**src/design/btsc_pkg.sv**
```systemverilog
// Package: opcodes, operand field positions, stack layout and cycle counts
package btsc_pkg;
    // First-byte opcodes
    localparam logic [7:0] OP_SKIP_CARRY = 8'hD7;
    localparam logic [7:0] OP_MEM_SET = 8'hF9;
    localparam logic [7:0] OP_MEM_CLR = 8'hF8;
    localparam logic [7:0] OP_TSTZ = 8'hFD;
    localparam logic [7:0] OP_XOR = 8'hF7;
    localparam logic [7:0] OP_CALL = 8'hDB;
    localparam logic [3:0] DIR_SET_LO = 4'h3;
    localparam logic [3:0] DIR_CLR_LO = 4'h2;
    localparam logic [1:0] DIR_HI = 2'h3;
    localparam logic [4:0] CALLS_HI = 5'h1D;
    localparam logic [1:0] CALL_B2_HI = 2'h1;
    // Second-byte operand classes (bits 7:6, or 7:4 for indexed)
    localparam logic [1:0] OPD_HNIB = 2'h0;
    localparam logic [1:0] OPD_IO_LO = 2'h2;
    localparam logic [1:0] OPD_IO_HI = 2'h3;
    localparam logic [3:0] OPD_IDX = 4'h4;
    localparam logic [3:0] IO_PAGE_LO = 4'hB;
    localparam logic [3:0] IO_PAGE_HI = 4'hF;
    localparam logic [3:0] IO_PAGE_TOP = 4'hF;
    localparam logic [3:0] BANK_ZERO = 4'h0;
    // Indexed operands always sit in the four top rows of the I/O page (FC0-FFF)
    localparam logic [1:0] IDX_ROW_HI = 2'h3;
    // Call arithmetic
    localparam logic [13:0] CALL_LEN = 14'h0003;
    localparam logic [13:0] CALLS_LEN = 14'h0002;
    localparam logic [7:0] STACK_DROP = 8'h06;
    localparam int CALL_CYCLES = 4;
    localparam int CALLS_CYCLES = 3;
    localparam logic [2:0] PUSH_LAST = 3'h5;
endpackage

```
**src/design/btsc_exec.sv**
```systemverilog
// Bit-test, skip, carry-xor and call execution unit
`timescale 1ns/1ps
// Behaviour
// (RULE1) Skip-if-set skips next when bit is one
// (RULE2) Carry form D7 skips when carry set
// (RULE3) Decode direct and F9 memory skip forms
// (RULE4) Test-set-clear skips on one, clears bit
// (RULE5) Test-set-clear uses first byte FD
// (RULE6) Carry xor bit, source left unchanged
// (RULE7) Carry xor decodes from first byte F7
// (RULE8) Indexed operand uses index register bits
// (RULE9) High-nibble operand: register plus low nibble
// (RULE10) High-nibble operand always hits bank zero
// (RULE11) I/O operand addresses FB0-FBF or FF0-FFF
// (RULE12) Long call: three bytes, four cycles; the code takes eight (decode, six pushes, jump)
// (RULE13) Long call pushes PC+3, flags, SP-6
// (RULE14) Flags, low PC, high PC stack slots
// (RULE15) Stacked nibble contents as laid out
// (RULE16) Short call: two bytes, three cycles; the code takes eight (decode, six pushes, jump)
// (RULE17) Short call pushes PC+2, clears upper PC
// (RULE18) Short-call targets lie in first 2K
// (RULE19) Skip-if-clear skips when bit is zero
// (RULE20) Skipped instruction fetched, effects suppressed
module btsc_exec
    import btsc_pkg::*;
(
    input wire logic MCLK,
    input wire logic ARST_N,
    input wire logic INSTR_VALID,
    input wire logic [7:0] INSTR_B1,
    input wire logic [7:0] INSTR_B2,
    input wire logic [7:0] INSTR_B3,
    input wire logic [13:0] INSTR_PC,
    input wire logic [3:0] INDEX_REG,
    input wire logic [3:0] UPPER_NIBBLE_REG,
    input wire logic MEM_BANK_ENABLE_FLAG,
    input wire logic REG_BANK_ENABLE_FLAG,
    input wire logic [3:0] MEM_BANK_SEL,
    input wire logic [7:0] SP_IN,
    input wire logic CARRY_IN,
    input wire logic [3:0] MEM_RDATA,
    output logic BUSY,
    output logic SUPPRESS,
    output logic MEM_RD,
    output logic MEM_WR,
    output logic [11:0] MEM_ADDR,
    output logic [3:0] MEM_WDATA,
    output logic CARRY_WE,
    output logic CARRY_OUT,
    output logic SP_WE,
    output logic [7:0] SP_OUT,
    output logic PC_WE,
    output logic [13:0] PC_OUT,
    output logic DONE
);
    typedef enum logic [4:0] {
        ST_IDLE = 5'b00001,
        ST_READ = 5'b00010,
        ST_EXEC = 5'b00100,
        ST_PUSH = 5'b01000,
        ST_JUMP = 5'b10000
    } btsc_state_e;

    typedef enum logic [2:0] {
        K_SET = 3'h0,
        K_CLR = 3'h1,
        K_TSTZ = 3'h2,
        K_XOR = 3'h3,
        K_NONE = 3'h4
    } btsc_kind_e;

    btsc_state_e state_q;
    btsc_kind_e kind_q;
    logic [11:0] addr_q;
    logic [1:0] bit_q;
    logic [2:0] push_q;
    logic [7:0] sp_base_q;
    logic [23:0] frame_q;
    logic [13:0] target_q;
    logic skip_pend_q;
    logic busy_q, supp_q, rd_q, wr_q, cwe_q, cout_q, spwe_q, pcwe_q, done_q;
    logic [11:0] maddr_q;
    logic [3:0] wdata_q;
    logic [7:0] spout_q;
    logic [13:0] pcout_q;

    // Combinational decode of the presented instruction
    btsc_kind_e dec_kind;
    logic dec_mem, dec_carry_skip, dec_call, dec_calls;
    logic [11:0] dec_addr;
    logic [1:0] dec_bit;
    logic [3:0] dir_bank;

    always_comb
    begin
        dec_kind = K_NONE;
        dec_mem = 1'b0;
        dec_carry_skip = 1'b0;
        dec_call = 1'b0;
        dec_calls = 1'b0;
        dir_bank = MEM_BANK_ENABLE_FLAG ? MEM_BANK_SEL : BANK_ZERO;
        dec_addr = {dir_bank, INSTR_B2};
        dec_bit = INSTR_B1[5:4];
        if (INSTR_B1 == OP_SKIP_CARRY)
        begin
            dec_carry_skip = 1'b1; // RULE2
        end
        else if (INSTR_B1 == OP_CALL && INSTR_B2[7:6] == CALL_B2_HI)
        begin
            dec_call = 1'b1; // RULE12
        end
        else if (INSTR_B1[7:3] == CALLS_HI)
        begin
            dec_calls = 1'b1; // RULE16
        end
        else if (INSTR_B1[7:6] == DIR_HI && INSTR_B1[3:0] == DIR_SET_LO)
        begin
            dec_mem = 1'b1;
            dec_kind = K_SET; // RULE3
        end
        else if (INSTR_B1[7:6] == DIR_HI && INSTR_B1[3:0] == DIR_CLR_LO)
        begin
            dec_mem = 1'b1;
            dec_kind = K_CLR; // RULE19
        end
        else if (INSTR_B1 == OP_MEM_SET || INSTR_B1 == OP_MEM_CLR
                 || INSTR_B1 == OP_TSTZ || INSTR_B1 == OP_XOR)
        begin
            dec_mem = 1'b1;
            if (INSTR_B1 == OP_MEM_SET)
                dec_kind = K_SET; // RULE3
            else if (INSTR_B1 == OP_MEM_CLR)
                dec_kind = K_CLR; // RULE19
            else if (INSTR_B1 == OP_TSTZ)
                dec_kind = K_TSTZ; // RULE5
            else
                dec_kind = K_XOR; // RULE7
            dec_bit = INSTR_B2[5:4];
            // Second-byte operand selection
            if (INSTR_B2[7:4] == OPD_IDX)
            begin
                // Index picks one of four nibbles; bank flag has no say here
                dec_addr = {IO_PAGE_TOP, IDX_ROW_HI, INSTR_B2[3:0], INDEX_REG[3:2]}; // RULE8
                dec_bit = INDEX_REG[1:0]; // RULE8
            end
            else if (INSTR_B2[7:6] == OPD_HNIB)
            begin
                dec_addr = {BANK_ZERO, UPPER_NIBBLE_REG, INSTR_B2[3:0]}; // RULE9 RULE10
            end
            else if (INSTR_B2[7:6] == OPD_IO_LO)
            begin
                dec_addr = {IO_PAGE_TOP, IO_PAGE_LO, INSTR_B2[3:0]}; // RULE11
            end
            else if (INSTR_B2[7:6] == OPD_IO_HI)
            begin
                dec_addr = {IO_PAGE_TOP, IO_PAGE_HI, INSTR_B2[3:0]}; // RULE11
            end
            else
            begin
                dec_mem = 1'b0;
                dec_kind = K_NONE;
            end
        end
    end

    logic [13:0] ret_pc;
    assign ret_pc = INSTR_PC + (dec_call ? CALL_LEN : CALLS_LEN); // RULE13 RULE17

    // Main sequencer
    always_ff @(posedge MCLK or negedge ARST_N)
    begin
        if (!ARST_N)
        begin
            state_q <= ST_IDLE;
            kind_q <= K_NONE;
            addr_q <= 12'h000;
            bit_q <= 2'h0;
            push_q <= 3'h0;
            sp_base_q <= 8'h00;
            frame_q <= 24'h000000;
            target_q <= 14'h0000;
            skip_pend_q <= 1'b0;
        end
        else
        begin
            case (state_q)
                ST_IDLE:
                begin
                    if (INSTR_VALID && skip_pend_q)
                    begin
                        skip_pend_q <= 1'b0; // RULE20
                    end
                    else if (INSTR_VALID && dec_mem)
                    begin
                        kind_q <= dec_kind;
                        addr_q <= dec_addr; // RULE8
                        bit_q <= dec_bit;
                        state_q <= ST_READ;
                    end
                    else if (INSTR_VALID && dec_carry_skip)
                    begin
                        skip_pend_q <= CARRY_IN; // RULE2
                    end
                    else if (INSTR_VALID && (dec_call || dec_calls))
                    begin
                        // Nibbles pushed SP-1 down to SP-6
                        frame_q <= {4'h0, 2'b00, MEM_BANK_ENABLE_FLAG, REG_BANK_ENABLE_FLAG,
                                    ret_pc[7:4], ret_pc[3:0], 1'b0, 1'b0,
                                    ret_pc[13:12], ret_pc[11:8]}; // RULE14 RULE15
                        target_q <= dec_call ? {INSTR_B2[5:0], INSTR_B3}
                                             : {3'b000, INSTR_B1[2:0], INSTR_B2}; // RULE12 RULE17
                        sp_base_q <= SP_IN;
                        push_q <= 3'h0;
                        state_q <= ST_PUSH;
                    end
                end
                ST_READ:
                begin
                    state_q <= ST_EXEC;
                end
                ST_EXEC:
                begin
                    if (kind_q == K_CLR)
                        skip_pend_q <= ~MEM_RDATA[bit_q]; // RULE19
                    else if (kind_q != K_XOR)
                        skip_pend_q <= MEM_RDATA[bit_q]; // RULE1 RULE4
                    state_q <= ST_IDLE;
                end
                ST_PUSH:
                begin
                    frame_q <= {frame_q[19:0], 4'h0};
                    push_q <= push_q + 3'h1;
                    if (push_q == PUSH_LAST)
                        state_q <= ST_JUMP;
                end
                ST_JUMP:
                begin
                    state_q <= ST_IDLE;
                end
                default:
                begin
                    state_q <= ST_IDLE;
                end
            endcase
        end
    end

    // Registered outputs towards memory, carry, stack pointer and PC
    always_ff @(posedge MCLK or negedge ARST_N)
    begin
        if (!ARST_N)
        begin
            busy_q <= 1'b0;
            supp_q <= 1'b0;
            rd_q <= 1'b0;
            wr_q <= 1'b0;
            maddr_q <= 12'h000;
            wdata_q <= 4'h0;
            cwe_q <= 1'b0;
            cout_q <= 1'b0;
            spwe_q <= 1'b0;
            spout_q <= 8'h00;
            pcwe_q <= 1'b0;
            pcout_q <= 14'h0000;
            done_q <= 1'b0;
        end
        else
        begin
            rd_q <= 1'b0;
            wr_q <= 1'b0;
            cwe_q <= 1'b0;
            spwe_q <= 1'b0;
            pcwe_q <= 1'b0;
            // Carry test ends in its decode cycle, so it reports done at once
            done_q <= (state_q == ST_IDLE) && INSTR_VALID && !skip_pend_q
                      && dec_carry_skip; // RULE2
            // Skipped instruction still fetched, its effects are masked
            supp_q <= (state_q == ST_IDLE) && INSTR_VALID && skip_pend_q; // RULE20
            busy_q <= (state_q != ST_IDLE)
                      || (INSTR_VALID && !skip_pend_q && (dec_mem || dec_call || dec_calls));
            case (state_q)
                ST_READ:
                begin
                    rd_q <= 1'b1;
                    maddr_q <= addr_q;
                end
                ST_EXEC:
                begin
                    done_q <= 1'b1;
                    if (kind_q == K_XOR)
                    begin
                        cwe_q <= 1'b1;
                        cout_q <= CARRY_IN ^ MEM_RDATA[bit_q]; // RULE6
                    end
                    else if (kind_q == K_TSTZ)
                    begin
                        wr_q <= 1'b1;
                        wdata_q <= MEM_RDATA & ~(4'h1 << bit_q); // RULE4
                    end
                end
                ST_PUSH:
                begin
                    wr_q <= 1'b1;
                    maddr_q <= {MEM_BANK_SEL & {4{MEM_BANK_ENABLE_FLAG}},
                                sp_base_q - {5'h00, push_q} - 8'h01}; // RULE14
                    wdata_q <= frame_q[23:20]; // RULE15
                end
                ST_JUMP:
                begin
                    spwe_q <= 1'b1;
                    spout_q <= sp_base_q - STACK_DROP; // RULE13 RULE17
                    pcwe_q <= 1'b1;
                    pcout_q <= target_q; // RULE12 RULE17
                    done_q <= 1'b1;
                end
                default:
                begin
                end
            endcase
        end
    end

    assign BUSY = busy_q;
    assign SUPPRESS = supp_q;
    assign MEM_RD = rd_q;
    assign MEM_WR = wr_q;
    assign MEM_ADDR = maddr_q;
    assign MEM_WDATA = wdata_q;
    assign CARRY_WE = cwe_q;
    assign CARRY_OUT = cout_q;
    assign SP_WE = spwe_q;
    assign SP_OUT = spout_q;
    assign PC_WE = pcwe_q;
    assign PC_OUT = pcout_q;
    assign DONE = done_q;

    // Checks
    a_xor_carry: assert property (@(posedge MCLK) disable iff (!ARST_N) // RULE6
        (state_q == ST_EXEC && kind_q == K_XOR) |=> CARRY_WE && !MEM_WR)
        else $error("carry xor did not write carry");
    a_tstz_clear: assert property (@(posedge MCLK) disable iff (!ARST_N) // RULE4
        (state_q == ST_EXEC && kind_q == K_TSTZ) |=> MEM_WR && MEM_WDATA[$past(bit_q)] == 1'b0)
        else $error("test-set-clear left bit set");
    a_test_nowrite: assert property (@(posedge MCLK) disable iff (!ARST_N) // RULE1
        (state_q == ST_EXEC && (kind_q == K_SET || kind_q == K_CLR)) |=> !MEM_WR)
        else $error("bit test wrote memory");
    a_set_skip: assert property (@(posedge MCLK) disable iff (!ARST_N) // RULE1
        (state_q == ST_EXEC && kind_q == K_SET) |=> skip_pend_q == $past(MEM_RDATA[bit_q]))
        else $error("skip-if-set wrong");
    a_clr_skip: assert property (@(posedge MCLK) disable iff (!ARST_N) // RULE19
        (state_q == ST_EXEC && kind_q == K_CLR) |=> skip_pend_q != $past(MEM_RDATA[bit_q]))
        else $error("skip-if-clear wrong");
    a_carry_skip: assert property (@(posedge MCLK) disable iff (!ARST_N) // RULE2
        (state_q == ST_IDLE && INSTR_VALID && !skip_pend_q && dec_carry_skip)
        |=> skip_pend_q == $past(CARRY_IN))
        else $error("carry skip wrong");
    a_hnib_bank0: assert property (@(posedge MCLK) disable iff (!ARST_N) // RULE10
        (state_q == ST_IDLE && INSTR_VALID && !skip_pend_q && dec_mem
         && INSTR_B1[7:6] == DIR_HI && INSTR_B1[3:0] != DIR_SET_LO
         && INSTR_B1[3:0] != DIR_CLR_LO && INSTR_B2[7:6] == OPD_HNIB)
        |=> addr_q[11:8] == BANK_ZERO)
        else $error("high-nibble operand left bank 0");
    a_call_pushes: assert property (@(posedge MCLK) disable iff (!ARST_N) // RULE13
        (state_q == ST_IDLE && $past(state_q) == ST_JUMP) |-> SP_WE
        && SP_OUT == $past(sp_base_q) - STACK_DROP)
        else $error("call stack pointer not lowered by six");
    a_push_count: assert property (@(posedge MCLK) disable iff (!ARST_N) // RULE14
        (state_q == ST_PUSH && push_q == 3'h0) |-> (state_q == ST_PUSH) [*6] ##1 state_q == ST_JUMP)
        else $error("call did not push six nibbles");
    a_suppress: assert property (@(posedge MCLK) disable iff (!ARST_N) // RULE20
        (state_q == ST_IDLE && INSTR_VALID && skip_pend_q) |=> SUPPRESS && !BUSY)
        else $error("skipped instruction not suppressed");
    c_skip_taken: cover property (@(posedge MCLK) disable iff (!ARST_N) SUPPRESS);
    c_xor_done: cover property (@(posedge MCLK) disable iff (!ARST_N) CARRY_WE);
    c_call_done: cover property (@(posedge MCLK) disable iff (!ARST_N) PC_WE);
endmodule

```
**config.mk**
```make
export PLATFORM = sky130hd
export DESIGN_NAME = btsc_exec
export DESIGN_NICKNAME = d
export VERILOG_FILES = /design/src/design/btsc_pkg.sv /design/src/design/btsc_exec.sv
export SDC_FILE = /design/constraint.sdc
export NUM_CORES = 1
export LEC_CHECK = 0
export BUFFER_PORTS_ARGS = -buffer_cell sky130_fd_sc_hd__buf_2
export CORE_ASPECT_RATIO = 0.5
export CORE_MARGIN = 5
export CORE_UTILIZATION = 55
export DETAILED_ROUTE_END_ITERATION = 10
export HOLD_SLACK_MARGIN = 0.02
export PLACE_DENSITY_LB_ADDON = 0.1
export SLEW_MARGIN = 20
export SYNTH_ARGS = -nofsm -noshare
export SYNTH_HDL_FRONTEND = slang
export SYNTH_SLANG_ARGS = --single-unit
```
**constraint.sdc**
```tcl
create_clock -name MCLK -period 4.6 [get_ports MCLK]
set_input_delay 0.92 -clock MCLK [delete_from_list [all_inputs] [get_ports MCLK]]
set_output_delay 0.92 -clock MCLK [all_outputs]
set_load 0.01 [all_outputs]
```
==> key figures, run 1 <==
Placed design
  • Dpl ws: 0.8798 ns
  • IO Port Bufs: 114
  • Routability cong.: 0.8205
  • Dpl hpwl: 10040 µm
  • Placed Cells: 834
  • Placed cell areas: 6465 µm²

Synth
  • Mean Syn Cell Area: 9.577 µm²
  • Dominant cell type by area after synthesis: dfrtp_1
  • Synth area leaders: dfrtp_1, nand2_1, mux2_2
  • Most common cell in the netlist: nand2_1
  • Yosys top cell area share: 0.5035
  • Asr flop ratio synth: 1.000
  • Synth cell types: 55
  • Prevailing post-synth register cell: dfrtp_1
  • Mapped cell area: 5766 µm²
  • Synth Instances: 602
  • Top post-synthesis cells by count: nand2_1, dfrtp_1, o21ai_0
  • YS warnings: 0
  • Post-synth net total: 679
  • Register bit count reported by yosys: around 120
  • Post-synth EDFFs: 0
  • Register area share after synthesis: 0.5126

CTS
  • CTS Hold Buffers Added: 0
  • Num CTS Buffers: 17
  • CTS tree: built
  • CTS root buf: clkbuf_16
  • Clk buf depth: 2
  • H-Tree Depth: 4
  • Setup Buffers After CTS: 0
  • Sink Count: 118
  • Clock transition at the registers of the reported paths: approximately 0.050 ns
  • CTS resizes: 0
  • Worst-skew pair later-pin latency: 0.41 ns

STA
  • Post-route setup slack: between 1 and 1.5 ns
  • Skew final: slightly above 0.007 ns
  • Final hold slack: 0.4580 ns
  • Crit share post-route: 0.7201
  • Slew HR: 0.3153
  • Fmax: roughly 300 MHz
  • Endpoints failing setup: 0
  • Final Critical Period: between 3 and 4 ns
  • Final Max Tran Viols: 0
  • Setup TNS: 0 ns
  • Final hold vios: 0
  • RSZ-0062 raised after global routing: no
  • Worst-margin pin slew: around 1.0 ns

Drt
  • Average routed wire per standard cell: 16.63 µm
  • Post-DR vias/cell: 5.485
  • First drt pass iteration count: 4
  • DR iter-0 viols: approximately 310
  • DRC Markers: 0
  • Final wirelength: 14330 µm
  • Vias: 4728
  • Antenna viol nets, final: 0

Setup path
  • Crit path kind: input port to flip-flop
  • Cell Chain, Critical Path: buf_2, nor2b_1, and4_1, nand2_1, inv_2, ha_1, inv_1, ha_1, nand2b_1, nor4_1, xnor2_1, o211ai_1
  • Delay-heaviest family, CP: simple AND/OR/NAND/NOR gates
  • Cell repeated most along the worst path: ha_1
  • WP buf/inv: 3
  • Crit path largest cell delay: 0.35 ns
  • Worst-path fanout max: 10
  • CP Launch Type: input port
  • Crit-path slowest cell: nor4_1
  • CP required: 4.88 ns
  • Endpoint class of the critical path: flip-flop
  • Arrival time worst endpoint: ~3.6 ns

Die
  • Num ports: 115
  • Rows: 26
  • Placeable Area: 10210 µm²
  • Die area: 12750 µm²
  • Die height: 82.40 µm
  • Die width: 154.8 µm
  • Initial Util: 0.5644

Hold path
  • HP Class: flip-flop to flip-flop

Finish
  • Synth-to-Final Area Change: 21.46%
  • Fraction of layout cells with a size suffix above 1: 0.2562
  • Final instance area: approximately 7000 µm²
  • Antenna Cells: 0
  • Final Instance Count excl. Fillers: 862
  • Final nets: 790

Global routing
  • Total GRT Usage: 0.2366
  • Largest net degree at the start of global routing: 68
  • Grt ovf: 0
  • Initial antenna violation count: 0
  • Vias in the first global route: 4611
  • Global-route wire length before repair: 23200 µm

Power
  • Static Leak: between 3 and 4 nW
  • Worst VDD drop: 0.0002897 V
  • PD cells: 494.0 nW/µm²

Outcome
  • Run status: finished clean

Job
  • Max_cap viols: 0
per-layer routing:
| metal | vias up | track usage | wire [µm] |
|---|---|---|---|
| met5 | - | 0 | 0 |
| met4 | 0 | 0.07665 | 192 |
| met3 | 17 | 0.06767 | 935 |
| met2 | 146 | 0.3535 | 6213 |
| met1 | 2268 | 0.3371 | 6992 |
| li1 | 2297 | - | - |
layout by cell type (no fill, tap or decap), drive strengths merged, types with 11 or more instances in the layout:
master / Yosys / layout
a21oi: 18 / 18
inv: 19 / 19
xor2: 11 / 11
mux2i: 17 / 17
dfrtp: 116 / 116
o21ai: 46 / 46
clkbuf: 20 / 23
nor2: 32 / 32
nand3: 25 / 25
a31oi: 16 / 16
nand2: 141 / 141
buf: 11 / 123
xnor2: 13 / 13
mux2: 26 / 26
state kept, by name, summed over array words and instances, names as in the netlist, 2 cells and up:
signal	cells
frame_q	24
PC_OUT	14
target_q	14
MEM_ADDR	12
addr_q	12
SP_OUT	8
sp_base_q	8
state_q	5
MEM_WDATA	4
kind_q	3
push_q	3
bit_q	2
layout make-up:
class	instances	area (µm²)
Fill cell	848	3212
Multi-Input combinational cell	433	2619
Sequential cell	118	2955
Tap cell	140	175.2
Clock buffer	23	488.0
Timing Repair Buffer	123	640.6
Inverter	20	75.07
Clock inverter	5	50.05
path summary, 6_finish.rpt:
| path | from | endpoint | slack [ns] | cells after the start |
|---|---|---|---|---|
| max | INSTR_B2[6] | frame_q[4] | 1.29 | 12 |
| min | target_q[4] | PC_OUT[4] | 0.46 | 2 |
| max reg2reg | state_q[1] | frame_q[15] | 1.92 | 5 |
| min reg2reg | target_q[4] | PC_OUT[4] | 0.46 | 2 |
| max in group asynchronous | ARST_N | MEM_ADDR[2] | 3.07 | 2 |
| min in group asynchronous | ARST_N | PC_OUT[0] | 0.61 | 1 |
logic make-up (layout without fill, tap and decap cells):
family	count (synthesis)	count (layout)	share of synthesized area
and+or+nand+nor	248	248	0.1910
xor gates and xnor gates	24	24	0.03646
AOI/OAI and AO/OA	108	108	0.1161
muxes	44	44	0.08681
buffers and inverters	51	171	0.03624
DFF	118	118	0.5126
adders and majority gates	9	9	0.02083
stage by stage:
step,utilization,power (W)
4_1_cts,0.6856,0.003478
2_1_floorplan,-,0.001971
6_report,0.6856,0.003460
3_5_place_dp,0.6329,0.002249
5_1_grt,0.6856,0.003663
3_3_place_gp,0.6329,0.002221
power breakdown:
part / internal (W) / switching [W] / total (W)
Sequential: 0.00131 / 0.000185 / 0.00150
Combinational: 0.000359 / 0.000385 / 0.000744
Clock: 0.000783 / 0.000436 / 0.00122
Total: 0.00245 / 0.00101 / 0.00346
worst reg2reg max path, stage by stage, from the launching register on:
cell	delay, ns
dfrtp_1	0.40
nor3_1	0.44
and4b_1	0.37
o2111ai_4	0.54
buf_4	0.45
o311ai_0	0.35
(Power assumes the default switching activity.)
==> run 2: changes to the inputs <==
==> constraint.sdc (replaced) <==
create_clock -name MCLK -period 3.19 [get_ports MCLK]
set_input_delay 0.638 -clock MCLK [delete_from_list [all_inputs] [get_ports MCLK]]
set_output_delay 0.638 -clock MCLK [all_outputs]
set_load 0.01 [all_outputs]
==> run 2 against run 1 <==
  * Setup slack worse by 0.65 ns
  * Via count up 1.5%
  * Clock skew down 0.00067 ns
  * Highest routed layer unchanged
  * Cell count up 1.0%
  * Routed wire length up 1.1%
  * Combinational power up 45%
==> key figures, run 2 (same netlist as run 1, synthesis figures left out) <==
Placed design
  • Dpl hpwl: between 10000 and 15000 µm
  • Routability cong.: 0.8889
  • IO Port Bufs: 114

STA
  • Fmax: roughly 390 MHz
  • RSZ-0062 raised after global routing: no
  • Final Critical Period: 2.554 ns
  • Setup TNS: 0 ns
  • Slew HR: 0.4342
  • Skew final: 0.006597 ns
  • Endpoints failing setup: 0
  • Worst-margin pin slew: 0.8396 ns
  • Crit share post-route: 0.8006
  • Final Max Tran Viols: 0
  • Final hold vios: 0

Finish
  • Most common cell after layout, fill and taps aside: nand2_1
  • Fraction of layout cells with a size suffix above 1: 0.2627
  • Most frequent cells in the layout: nand2_1, dfrtp_1, buf_2
  • Antenna Cells: 0
  • Fill count: 818
  • Synth-to-Final Area Change: 23.50%
  • Area occupied by multi-input gates: 2619 µm²
  • Largest Register: frame_q
  • FF/Latch Area: 2955 µm²
  • Final nets: 795
  • Max FFs per register: 24
  • Final core area utilization: 0.6971

CTS
  • CTS resizes: 0
  • Worst-skew pair later-pin latency: 0.41 ns
  • Num CTS Buffers: 17
  • CTS Hold Buffers Added: 0
  • H-Tree Depth: 4
  • Clock transition at the registers of the reported paths: 0.05 ns
  • CTS tree: built
  • Sink Count: 118
  • Setup Buffers After CTS: 0
  • Clk buf depth: 2
  • CTS root buf: clkbuf_16

Die
  • Die height: 82.40 µm
  • Num ports: 115
  • Placeable Area: 10210 µm²
  • Die area: 12750 µm²
  • Rows: 26
  • Initial Util: 0.5644
  • Die width: 154.8 µm

Global routing
  • Global-route wire length before repair: 23560 µm
  • Total GRT Usage: 0.2386
  • Vias in the first global route: 4622
  • Largest net degree at the start of global routing: 54
  • Grt ovf: 0
  • Initial antenna violation count: 0

Drt
  • Post-DR vias/cell: 5.509
  • DRC Markers: 0
  • Antenna viol nets, final: 0
  • Final wirelength: 14490 µm
  • Vias: around 4800
  • First drt pass iteration count: 5
  • DR iter-0 viols: 336
  • Average routed wire per standard cell: roughly 17 µm

Setup path
  • Endpoint class of the critical path: flip-flop
  • Crit path largest cell delay: 0.58 ns
  • Cell Chain, Critical Path: buf_2, and2b_1, and4_1, nand2_1, inv_2, ha_1, o21ai_0, nor2_1, nand2_1, xor2_1, o311ai_0
  • CP required: ~3.5 ns
  • Cell repeated most along the worst path: nand2_1
  • Crit-path slowest cell: o21ai_0
  • Arrival time worst endpoint: 2.83 ns
  • WP buf/inv: 2
  • Crit path kind: input port to flip-flop
  • CP Launch Type: input port
  • Worst-path fanout max: 5
  • Delay-heaviest family, CP: compound AO/OA/AOI/OAI gates

Outcome
  • Run status: finished clean

Power
  • Worst VDD drop: 0.0004555 V
  • PD cells: 724.3 nW/µm²
  • Static Leak: 3.535 nW

Job
  • Max_cap viols: 0

Hold path
  • HP Class: input port to asynchronous set/reset pin
==> run 2: changes by cell type in the layout (fill, tap and decap cells not counted), sizes merged <==
cell	before	now
buf	123	128
bufinv	1	3
clkinvlp	0	2
==> run 2: worst paths after layout <==
path / startpoint / to / slack [ns] / cells after the start
min in group MCLK: SP_IN[5] / sp_base_q[5] / 0.46 / 2
min reg2reg: frame_q[17] / frame_q[21] / 0.46 / 2
max in group asynchronous: ARST_N / state_q[0] / 2.20 / 2
max reg2reg: state_q[1] / addr_q[1] / 0.78 / 6
max: INSTR_B1[2] / frame_q[15] / 0.64 / 11
min: ARST_N / PC_OUT[0] / 0.20 / 1
==> run 2: worst register-to-register path, stage by stage (launching register included) <==
cell and delay [ns]:
dfrtp_1 0.41, nor3_1 0.47, and4b_1 0.37, nand2_1 0.13
a211oi_4 0.22, buf_4 0.31, mux2_2 0.38
==> run 2: stage by stage <==
step / setup slack (ns) / cells / hold slack (ns) / area [µm²] / power, W
detailed placement: 0.3204 / 839 / 0.4524 / 6528 / 0.003249
floorplan: 0.2840 / 602 / 0.3424 / 5766 / 0.002842
global placement: 0.3576 / 839 / 0.4446 / 6528 / 0.003203
global route: 0.4662 / 871 / 0.2420 / 7121 / 0.005430
CTS: 0.6710 / 871 / 0.2196 / 7121 / 0.005189
finish: 0.6361 / 871 / 0.2010 / 7121 / 0.005157
==> run 2: power breakdown <==
group | leakage [nW] | internal [W] | switching [W] | total [W]
registers | 1.50 | 0.00189 | 0.000266 | 0.00216
clock network | 0.287 | 0.00126 | 0.000652 | 0.00191
logic | 1.75 | 0.000521 | 0.000563 | 0.00108
total | 3.54 | 0.00368 | 0.00148 | 0.00516
==> run 2: per-layer routing <==
layer / global-route usage / vias up / part of all wire
li1: - / 2299 / -
met1: 0.3373 / 2288 / 0.47
met2: 0.3630 / 190 / 0.43
met3: 0.05726 / 21 / 0.075
met4: 0.08899 / 0 / 0.016
met5: 0 / - / 0
==> run 2: cell type report <==
cell class | instances | area share
Inverter | 20 | 0.01054
Timing Repair Buffer | 128 | 0.09875
Tap cell | 140 | 0.02460
Clock inverter | 9 | 0.01757
Multi-Input combinational cell | 433 | 0.3678
Clock buffer | 23 | 0.06572
Sequential cell | 118 | 0.4150
==> run 3: changes to the inputs <==
==> constraint.sdc (replaced) <==
create_clock -name MCLK -period 2.6 [get_ports MCLK]
set_input_delay 0.52 -clock MCLK [delete_from_list [all_inputs] [get_ports MCLK]]
set_output_delay 0.52 -clock MCLK [all_outputs]
set_load 0.01 [all_outputs]
==> run 3 against run 2 <==
  * Utilization up 0.75 points
  * Hold slack worse by 0.18 ns
  * Power up 22%
  * Via count down 0.15%
  * Clock skew up 0.0033 ns
  * Die area unchanged
  * Routed wire length down 0.79%
  * Setup slack worse by 0.23 ns
  * Sequential power up 23%
  * Sequential cell count unchanged
  * Combinational power up 22%
  * Largest power group unchanged
==> key figures, run 3 (same netlist as run 1, synthesis figures left out) <==
Outcome
  • Run status: finished clean

CTS
  • Num CTS Buffers: 17
  • CTS root buf: clkbuf_16
  • Worst-skew pair later-pin latency: 0.42 ns
  • CTS resizes: 0
  • CTS Hold Buffers Added: 0
  • Setup Buffers After CTS: 0
  • Clock transition at the registers of the reported paths: ~0.050 ns
  • CTS tree: built
  • H-Tree Depth: 4
  • Clk buf depth: 2
  • Sink Count: approximately 120

Global routing
  • Total GRT Usage: 0.2408
  • Largest net degree at the start of global routing: 54
  • Global-route wire length before repair: 23800 µm
  • Vias in the first global route: 4672
  • Initial antenna violation count: 0
  • Grt ovf: 0

STA
  • Final hold vios: 0
  • Slew HR: 0.4935
  • Crit share post-route: 0.8451
  • Final Critical Period: ~2.2 ns
  • Setup TNS: 0 ns
  • Final Max Tran Viols: 0
  • Worst-margin pin slew: about 0.75 ns
  • RSZ-0062 raised after global routing: no
  • Endpoints failing setup: 0
  • Fmax: 455.1 MHz
  • Skew final: around 0.0099 ns
  • Final hold slack: 0.02069 ns

Power
  • Total power: around 0.0063 W
  • Static Leak: 3.568 nW
  • Sequential share of power: 0.422
  • Worst VDD drop: 0.0005245 V
  • PD cells: slightly below 900 nW/µm²
  • Comb power frac: 0.210
  • Switching Power: 0.001887 W
  • P_int: between 0.004 and 0.005 W
  • Net Sw Frac: 0.2998
  • Clk pwr share: 0.368

Drt
  • DRC Markers: 0
  • Post-DR vias/cell: around 5.5
  • Final wirelength: 14380 µm
  • DR iter-0 viols: 268
  • Average routed wire per standard cell: 16.39 µm
  • Vias: about 4800
  • Antenna viol nets, final: 0
  • First drt pass iteration count: 5

Setup path
  • Endpoint class of the critical path: flip-flop
  • CP Launch Type: input port
  • Crit path kind: input port to flip-flop
  • CP required: ~2.9 ns
  • R2R depth: 6
  • Arrival time worst endpoint: approximately 2.5 ns
  • Worst-path fanout max: 4
  • Worst reg2reg path endpoint: addr_q[3]
  • Critical path endpoint: frame_q[4]
  • Reg2Reg Setup Slack: roughly 0.48 ns
  • Reg-to-Reg Start: state_q[1]
  • Crit path from: INSTR_B1[2]

Finish
  • Most common cell after layout, fill and taps aside: nand2_1
  • Max FFs per register: 24
  • Synth-to-Final Area Change: 24.83%
  • Largest Register: frame_q
  • Fraction of layout cells with a size suffix above 1: 0.2782
  • Most frequent cells in the layout: nand2_1, dfrtp_1, buf_2
  • Final core area utilization: 0.7046
  • Antenna Cells: 0
  • Fill count: around 810
  • Final nets: approximately 800

Die
  • Placeable Area: 10210 µm²
  • Initial Util: 0.5644
  • Die height: 82.40 µm
  • Die area: 12750 µm²
  • Num ports: 115
  • Die width: around 150 µm
  • Rows: 26

Placed design
  • IO Port Bufs: 114
  • Dpl hpwl: 10220 µm
  • Routability cong.: 0.9177

Hold path
  • HP Class: input port to asynchronous set/reset pin

Job
  • Max_cap viols: 0
==> run 3: cell types whose count changed in the layout (fill, tap and decap cells not counted), moves of 2 or more <==
cell	delta
buf_4	+5
clkinv_4	+6
clkbuf_1	-4
clkinv_2	-2
==> run 3: worst min path at each step <==
stage               slack [ns]          to  cells after the start
floorplan                 0.22        BUSY                      0
global placement          0.44   PC_OUT[2]                      2
detailed placement        0.45  frame_q[7]                      2
CTS                       0.03        DONE                      1
global route              0.05        DONE                      1
finish                    0.02   CARRY_OUT                      1
==> run 3: cell type report <==
class | instances | area [µm²] | share of cell area
Clock inverter | 14 | 153.9 | 0.02138
Multi-Input combinational cell | 433 | 2635 | 0.3661
Timing Repair Buffer | 134 | 760.7 | 0.1057
Tap cell | 140 | 175.2 | 0.02434
Inverter | 20 | 77.57 | 0.01078
Clock buffer | 18 | 439.2 | 0.06102
Sequential cell | 118 | 2955 | 0.4106
==> run 3: metal layers <==
layer | track usage | vias to the layer above | wire length (µm)
met5 | 0 | - | 0
met4 | 0.07930 | 0 | 176
met3 | 0.05882 | 17 | 976
met2 | 0.3648 | 151 | 6223
met1 | 0.3446 | 2308 | 7002
li1 | - | 2315 | -
==> run 3: worst max-delay path, stage by stage <==
cell and delay, ns:
buf_2 0.11, and2b_1 0.23, and4_1 0.26, nand2_2 0.09, inv_4 0.08, ha_1 0.17
inv_1 0.05, ha_1 0.21, nand2b_1 0.22, nor4_2 0.29, xnor2_1 0.15, o211ai_1 0.09
==> run 3: power by group through the flow <==
stage | sequential [W] | clock, W | combinational, W
6_report | 0.00266 | 0.00232 | 0.00132
5_1_grt | 0.00272 | 0.00244 | 0.00149
4_1_cts | 0.00265 | 0.00234 | 0.00134
3_5_place_dp | 0.00268 | 0 | 0.00132
3_3_place_gp | 0.00266 | 0 | 0.00127
2_1_floorplan | 0.00263 | 0 | 0.000862
==> run 3: per-stage QoR <==
stage,instance area [µm²],setup WS [ns],std cells
4_1_cts,7197,0.4176,877
6_report,7197,0.4028,877
2_1_floorplan,5784,0.03261,602
3_5_place_dp,6604,0.007877,845
3_3_place_gp,6604,0.06347,845
5_1_grt,7197,0.2243,877
